**src/inc/srreo_pkg.sv**
```systemverilog
// srreo_pkg: opcodes, widths and operand carriers for the status-read,
// rotate and sign-extend datapath.
// assumes: issue logic decodes operations into these opcodes and slots.
package srreo_pkg;

  // ****************************************************************
  // widths and opcodes
  // ****************************************************************
  localparam int unsigned DATA_W = 32;
  localparam int unsigned DEST_W = 7;
  localparam int unsigned OPC_W = 8;
  localparam int unsigned SLOT_W = 3;
  localparam int unsigned IMM_W = 7;
  localparam int unsigned ROT_W = 5;
  localparam int unsigned HALF_W = 16;

  localparam logic [OPC_W-1:0] OPC_READ_STATUS = 8'h9E;  // 158
  localparam logic [OPC_W-1:0] OPC_READ_SRCPC = 8'h9D;   // 157
  localparam logic [OPC_W-1:0] OPC_ROTATE_REG = 8'h61;   // 97
  localparam logic [OPC_W-1:0] OPC_ROTATE_IMM = 8'h62;   // 98
  localparam logic [OPC_W-1:0] OPC_HALF_SEXT = 8'h33;    // 51

  // issue slot masks, bit k-1 means slot k
  localparam logic [4:0] SLOTS_READ = 5'h04;
  localparam logic [4:0] SLOTS_ROTATE = 5'h03;
  localparam logic [4:0] SLOTS_SEXT = 5'h1F;

  // ****************************************************************
  // reset values
  // ****************************************************************
  localparam logic [DATA_W-1:0] SRCPC_RESET = 32'h0000_0000;
  localparam logic [DATA_W-1:0] RESULT_RESET = 32'h0000_0000;
  localparam logic [DEST_W-1:0] DEST_RESET = 7'h00;

  // ****************************************************************
  // carriers
  // ****************************************************************
  typedef struct packed {
    logic valid;
    logic [OPC_W-1:0] opcode;
    logic [SLOT_W-1:0] slot;
    logic [DATA_W-1:0] guard_operand;
    logic [DATA_W-1:0] first_source;
    logic [DATA_W-1:0] second_source;
    logic [IMM_W-1:0] modifier;
    logic [DEST_W-1:0] dest;
  } srreo_issue_t;

  typedef struct packed {
    logic valid;
    logic taken;
    logic noint;
    logic [DATA_W-1:0] target;
  } srreo_jump_t;

  typedef struct packed {
    logic we;
    logic [DEST_W-1:0] dest;
    logic [DATA_W-1:0] data;
  } srreo_wb_t;

endpackage : srreo_pkg

```
**src/srreo_datapath.sv**
```systemverilog
// srreo_datapath: single-cycle execution of status read, source-counter
// read, rotate left (register/immediate) and halfword sign extend.
// assumes: one operation per cycle from same-clock issue logic; the
// status word is a live register input from the control unit.
// every op here has latency 1, so no stall or bypass path exists.
//
// Behaviour
// - read-status op 158 copies the whole status word to destination when guarded true
// - only guard bit 0 decides whether the destination is written
// - read-source-counter op 157 copies the source counter to destination
// - interruptible jump with nothing pending loads its target into source counter
// - register rotate op 97 takes amount from second_source bits 4 to 0
// - rotate left moves top n bits into bottom n positions
// - immediate rotate op 98 uses 7-bit modifier; issuer keeps it 0 to 31
// - sign-extend op 51 copies bit 15 into bits 31 to 16
`timescale 1ns/1ps

module srreo_datapath
  import srreo_pkg::*;
(
  input wire logic core_clk_i,
  input wire logic sys_rst_i,
  input wire srreo_issue_t issue_i,
  input wire srreo_jump_t jump_i,
  input wire logic [DATA_W-1:0] program_status_word_i,
  output srreo_wb_t wb_o,
  output logic [DATA_W-1:0] source_program_counter_o,
  output logic illegal_op_o
);

  // ****************************************************************
  // functions
  // ****************************************************************
  // modulo-32 rotate; amount 0 is the identity, never a shift-out
  function automatic logic [DATA_W-1:0] rotl(
    input logic [DATA_W-1:0] v,
    input logic [ROT_W-1:0] n
  );
    logic [2*DATA_W-1:0] dbl;
    dbl = {v, v} << n;
    return dbl[2*DATA_W-1:DATA_W];
  endfunction : rotl

  // slot k is bit k-1 of the mask; slot codes 0, 6 and 7 never match
  function automatic logic slot_ok(
    input logic [4:0] mask,
    input logic [SLOT_W-1:0] slot
  );
    logic ok;
    ok = 1'b0;
    if (slot >= 3'h1 && slot <= 3'h5) begin
      ok = mask[slot - 3'h1];
    end
    return ok;
  endfunction : slot_ok

  // opcode and slot must both agree before an op counts as decoded
  function automatic logic op_hit(
    input logic [OPC_W-1:0] code,
    input logic [SLOT_W-1:0] slot,
    input logic [OPC_W-1:0] want,
    input logic [4:0] mask
  );
    logic hit;
    hit = (code == want) && slot_ok(mask, slot);
    return hit;
  endfunction : op_hit

  function automatic logic [DATA_W-1:0] sext16(
    input logic [DATA_W-1:0] v
  );
    logic [DATA_W-1:0] ext;
    ext = {{(DATA_W-HALF_W){v[HALF_W-1]}}, v[HALF_W-1:0]};
    return ext;
  endfunction : sext16

  // ****************************************************************
  // state
  // ****************************************************************
  logic [DATA_W-1:0] srcpc_q;
  logic [DATA_W-1:0] srcpc_d;
  logic wb_we_q;
  logic wb_we_d;
  logic [DEST_W-1:0] wb_dest_q;
  logic [DEST_W-1:0] wb_dest_d;
  logic [DATA_W-1:0] wb_data_q;
  logic [DATA_W-1:0] wb_data_d;
  logic illegal_q;
  logic illegal_d;

  // ****************************************************************
  // operand fields
  // ****************************************************************
  wire logic op_valid = issue_i.valid;
  wire logic [OPC_W-1:0] op_code = issue_i.opcode;
  wire logic [SLOT_W-1:0] op_slot = issue_i.slot;
  wire logic [DATA_W-1:0] src_a = issue_i.first_source;
  wire logic [DATA_W-1:0] src_b = issue_i.second_source;
  wire logic [IMM_W-1:0] imm_n = issue_i.modifier;
  wire logic [DEST_W-1:0] op_dest = issue_i.dest;
  // only bit 0 of the guard counts; the upper bits are don't-care
  wire logic guard_true = issue_i.guard_operand[0];

  // ****************************************************************
  // decode
  // ****************************************************************
  wire logic is_status =
    op_hit(op_code, op_slot, OPC_READ_STATUS, SLOTS_READ);
  wire logic is_srcpc =
    op_hit(op_code, op_slot, OPC_READ_SRCPC, SLOTS_READ);
  wire logic is_rotr =
    op_hit(op_code, op_slot, OPC_ROTATE_REG, SLOTS_ROTATE);
  wire logic is_roti =
    op_hit(op_code, op_slot, OPC_ROTATE_IMM, SLOTS_ROTATE);
  wire logic is_sext =
    op_hit(op_code, op_slot, OPC_HALF_SEXT, SLOTS_SEXT);
  wire logic known =
    is_status | is_srcpc | is_rotr | is_roti | is_sext;
  // out-of-range immediate is the issuer's fault; flagged, low bits still used
  wire logic imm_bad = is_roti && (imm_n > 7'h1F);
  // an unknown or unguarded op writes nothing; an unknown op raises only the refused flag; an out-of-range immediate rotate is refused yet still written
  wire logic do_write = op_valid && known && guard_true;
  wire logic refused = op_valid && (!known || imm_bad);

  // ****************************************************************
  // results
  // ****************************************************************
  wire logic [ROT_W-1:0] amt_reg = src_b[ROT_W-1:0];
  wire logic [ROT_W-1:0] amt_imm = imm_n[ROT_W-1:0];
  wire logic [DATA_W-1:0] res_status = program_status_word_i;
  wire logic [DATA_W-1:0] res_srcpc = srcpc_q;
  wire logic [DATA_W-1:0] res_rotr = rotl(src_a, amt_reg);
  wire logic [DATA_W-1:0] res_roti = rotl(src_a, amt_imm);
  wire logic [DATA_W-1:0] res_sext = sext16(src_a);

  // decode is one-hot, so an and-or select needs no priority chain
  wire logic [DATA_W-1:0] sel_status = {DATA_W{is_status}} & res_status;
  wire logic [DATA_W-1:0] sel_srcpc = {DATA_W{is_srcpc}} & res_srcpc;
  wire logic [DATA_W-1:0] sel_rotr = {DATA_W{is_rotr}} & res_rotr;
  wire logic [DATA_W-1:0] sel_roti = {DATA_W{is_roti}} & res_roti;
  wire logic [DATA_W-1:0] sel_sext = {DATA_W{is_sext}} & res_sext;

  // no decoded op gives zero, which is never written anyway
  wire logic [DATA_W-1:0] result =
    sel_status | sel_srcpc | sel_rotr
    | sel_roti | sel_sext;

  // ****************************************************************
  // writeback
  // ****************************************************************
  // dest/data hold between writes so the port shows the last value written
  assign wb_we_d = do_write;
  assign wb_dest_d = do_write ? op_dest : wb_dest_q;
  assign wb_data_d = do_write ? result : wb_data_q;

  // ****************************************************************
  // source counter
  // ****************************************************************
  // a pending nmi, interrupt or exception clears noint: counter untouched
  wire logic jump_go = jump_i.valid && jump_i.taken && jump_i.noint;
  // a counter read in the jump's own cycle returns the old value
  assign srcpc_d = jump_go ? jump_i.target : srcpc_q;

  // ****************************************************************
  // refused ops
  // ****************************************************************
  // one pulse per refused op; the issuer decides what to do with it
  assign illegal_d = refused;

  // ****************************************************************
  // registers
  // ****************************************************************
  always_ff @(posedge core_clk_i) begin
    if (sys_rst_i) begin
      wb_we_q <= 1'b0;
    end else begin
      wb_we_q <= wb_we_d;
    end
  end

  always_ff @(posedge core_clk_i) begin
    if (sys_rst_i) begin
      wb_dest_q <= DEST_RESET;
    end else begin
      wb_dest_q <= wb_dest_d;
    end
  end

  always_ff @(posedge core_clk_i) begin
    if (sys_rst_i) begin
      wb_data_q <= RESULT_RESET;
    end else begin
      wb_data_q <= wb_data_d;
    end
  end

  always_ff @(posedge core_clk_i) begin
    if (sys_rst_i) begin
      srcpc_q <= SRCPC_RESET;
    end else begin
      srcpc_q <= srcpc_d;
    end
  end

  always_ff @(posedge core_clk_i) begin
    if (sys_rst_i) begin
      illegal_q <= 1'b0;
    end else begin
      illegal_q <= illegal_d;
    end
  end

  // ****************************************************************
  // outputs
  // ****************************************************************
  assign wb_o = '{we: wb_we_q, dest: wb_dest_q, data: wb_data_q};
  assign source_program_counter_o = srcpc_q;
  assign illegal_op_o = illegal_q;

endmodule : srreo_datapath

```
**config.mk**
```make
export PLATFORM = sky130hd
export DESIGN_NAME = srreo_datapath
export DESIGN_NICKNAME = d
export VERILOG_FILES = /design/src/inc/srreo_pkg.sv /design/src/srreo_datapath.sv
export SDC_FILE = /design/constraint.sdc
export NUM_CORES = 1
export LEC_CHECK = 0
export BUFFER_PORTS_ARGS = -buffer_cell sky130_fd_sc_hd__buf_2
export CELL_PAD_IN_SITES_DETAIL_PLACEMENT = 1
export CELL_PAD_IN_SITES_GLOBAL_PLACEMENT = 1
export CORE_MARGIN = 4
export CORE_UTILIZATION = 23
export DETAILED_ROUTE_END_ITERATION = 10
export PLACE_DENSITY_LB_ADDON = 0.1
export SKIP_LAST_GASP = 1
export SLEW_MARGIN = 30
export SYNTH_ARGS = -nofsm -noshare
export SYNTH_HDL_FRONTEND = slang
export SYNTH_SLANG_ARGS = --single-unit
```
**constraint.sdc**
```tcl
create_clock -name core_clk_i -period 3.2 [get_ports core_clk_i]
set_input_delay 0.8 -clock core_clk_i [delete_from_list [all_inputs] [get_ports core_clk_i]]
set_output_delay 0.8 -clock core_clk_i [all_outputs]
set_load 0.01 [all_outputs]
```
==> run metrics <==
status=completed; largest net degree at the start of global routing=74; final design utilization=0.299; most frequent cell after synthesis=dfxtp_1; FP Rows=63; First-pass DRT Iterations=5; CP Launch Point=issue_i[8]; Final GP Congestion=roughly 0.84; critical path launch point type=input pin; Ports=around 260; post-CTS setup buffer count=0; first-pass GRT wire length=48600 um; initial core utilization=0.235; crit path cell chain=buf_2 -> buf_12 -> mux4_1 -> mux2_2 -> mux2i_1 -> o22ai_1 -> nor2_1 -> a311oi_1; top cells by count, synth=dfxtp_1 (73), mux2i_1 (72), a21oi_1 (70); worst slack, placed=around 120 ps; port bufs=around 200; Synth Instances=between 700 and 800; Tightest Pin Transition=between 600 and 700 ps; Final Instance Count excl. Fillers=between 1000 and 1500; Peak VDD IR=0.251 mV; number of H-tree levels=3; reg2reg start=source_program_counter_o[14]$_SDFFE_PP0P_; area leader, netlist=dfxtp_1; TritonCTS clock tree=yes; Die ar.=about 0.033 mm2; Post-synth EDFFs=0; DRC Markers=0; Most used DFF post-synth=dfxtp_1; synthesized area per cell=approximately 9.6 um2; clk_lat worst skew=between 300 and 400 ps; Lkg Pwr=approximately 3.8 nW; total global-route track usage=0.192; Final Cycle Share=0.858; Setup CP Type=in -> reg; PwrDens=~320 mW/mm2; register bit total from synthesis=73; RSZ-0062 raised after global routing=no; Slowest cell on crit path=mux4_1; area grow syn2layout=27.3%; global route overflow=0; Layout Skew=roughly 10 ps; Inserted Clock Buffers=9; synthesized net count=roughly 930; share of cells above drive strength 1=0.427; critical path depth=8; vias in the first global route=around 7400; total power=2.88 mW; ANT nets after route=0; hold path depth=2; Max Slew Vio Count=0; R2R Setup Slk=around 2200 ps; via count=7006; depth of the most critical reg-to-reg path=3; yosys warns=0; WL final=between 30000 and 40000 um; slack of the critical path=454 ps; Clock Pin Slew Worst Setup and Hold Paths=~70 ps; cell family with most CP delay=multiplexers; Req. time, crit path=approximately 3400 ps; WP data arrival=approximately 2900 ps; CTS-repair resized insts=0; area post-placement=0.00866 mm2; Crit path buffers/inverters=2; asr flop ratio synth=0; worst-case clock buffer depth=2; initial DRC count=between 500 and 600; crit path max fanout=17; TNS Setup=0 ps; Worst Hold Margin=~460 ps; final instance area=slightly below 0.009 mm2; final setup vio count=0; Mapped Area=0.00702 mm2; dpl hpwl=26200 um; post-synth cell types=between 40 and 50; nets=between 1000 and 1500; antenna diode count=0; CP max stage delay=approximately 610 ps; routed len/inst=roughly 25 um; post-synthesis sequential area ratio=0.208; Die Wd=between 150 and 200 um; Root Driver=clkbuf_16; Max-Cap Viols=0; Sink Count=73; Yosys top cell area share=0.208; crit path capture type=flop; FF-to-FF End=wb_data_q[14]$_SDFFE_PP0P_; placed insts=1301; CP endpoint=wb_data_q[10]$_SDFFE_PP0P_; minimum clock period=2750 ps; Placeable Area=between 0.02 and 0.03 mm2; DR vias/cell=5.32; # hold bufs at CTS=0; worst hold path type=reg -> reg; initial antenna violation count=3; final hold viol count=0; fmax=about 360 MHz; top cells by area, synth=dfxtp_1 (21%), mux4_2 (15%), mux2i_1 (10%); Die Y=about 180 um; Max-slew headroom=0.599
## power breakdown
group          leakage [nW]  switching (mW)  internal [mW]
registers             0.590          0.0117          0.923
logic                  3.10           0.523          0.449
clock network         0.129           0.446          0.528
## worst min path at each step
| stage | start | to | slack, ps |
|---|---|---|---|
| after global placement | source_program_counter_o[24]$_SDFFE_PP0P_ | source_program_counter_o[24]$_SDFFE_PP0P_ | 460 |
| after floorplan | source_program_counter_o[11]$_SDFFE_PP0P_ | source_program_counter_o[11]$_SDFFE_PP0P_ | 490 |
| after CTS | source_program_counter_o[24]$_SDFFE_PP0P_ | source_program_counter_o[24]$_SDFFE_PP0P_ | 470 |
| final | source_program_counter_o[24]$_SDFFE_PP0P_ | source_program_counter_o[24]$_SDFFE_PP0P_ | 460 |
| after global routing | source_program_counter_o[9]$_SDFFE_PP0P_ | source_program_counter_o[9]$_SDFFE_PP0P_ | 500 |
| after detailed placement | source_program_counter_o[24]$_SDFFE_PP0P_ | source_program_counter_o[24]$_SDFFE_PP0P_ | 460 |
## routing by layer
metal / vias to the layer above / routed length [um] / global-route usage
met1: 3474 / 14000 / 0.242
li1: 3244 / - / -
met2: 242 / 16000 / 0.325
met5: - / 34 / 0
met4: 6 / 742 / 0.0498
met3: 40 / 2220 / 0.0512
## registers in the layout, summed over array words and instances, names as in the netlist
| signal | flops |
|---|---|
| source_program_counter_o | 32 |
| wb_data_q | 32 |
| illegal_op_o | 1 |
| wb_dest_q | 7 |
| wb_we_q | 1 |
## logic make-up after synthesis
| group | synth area share |
|---|---|
| simple gates | 0.110 |
| buf+inv | 0.0653 |
| fa+ha+maj | 0.00535 |
| compound gates | 0.191 |
| flops | 0.208 |
| mux | 0.420 |
## layout make-up
| type | instances | area, um2 |
|---|---|---|
| well taps | 390 | 488 |
| fillers | 3465 | 20900 |
| repair buffers | 260 | 1600 |
| inverters | 3 | 11.3 |
| flip-flops and latches | 73 | 1460 |
| clock inverters | 6 | 42.5 |
| clock buffers | 10 | 229 |
| multi-input cells | 575 | 5100 |
## tightest hold or removal path: stages, from the launching register on
cell and delay [ps]:
dfxtp_1 320, nand2_1 50, a21oi_1 50
## placed cells by master (no fill, tap or decap), types with 2 or more instances in the layout
cell type,Yosys,routed
inv_1,3,3
o22ai_1,47,47
nor2b_1,4,3
mux4_2,46,46
mux2_2,64,64
buf_2,17,205
buf_4,4,42
a31oi_1,11,11
dfxtp_1,73,73
clkbuf_16,0,9
a222oi_1,10,10
nor3_2,5,5
ha_1,3,3
mux2i_1,72,72
nand3_1,3,3
clkinvlp_4,0,2
a311oi_1,5,5
nor2_1,61,61
clkinv_2,0,2
buf_12,1,13
a22o_1,22,22
a21oi_1,70,70
nor3_1,12,12
and2_1,2,2
o21bai_1,27,27
and4b_1,2,2
nand4_1,4,4
and3_1,5,5
mux4_1,17,17
nand2_1,65,65
o21ai_0,4,4
Power figures use the tool's default switching activity.
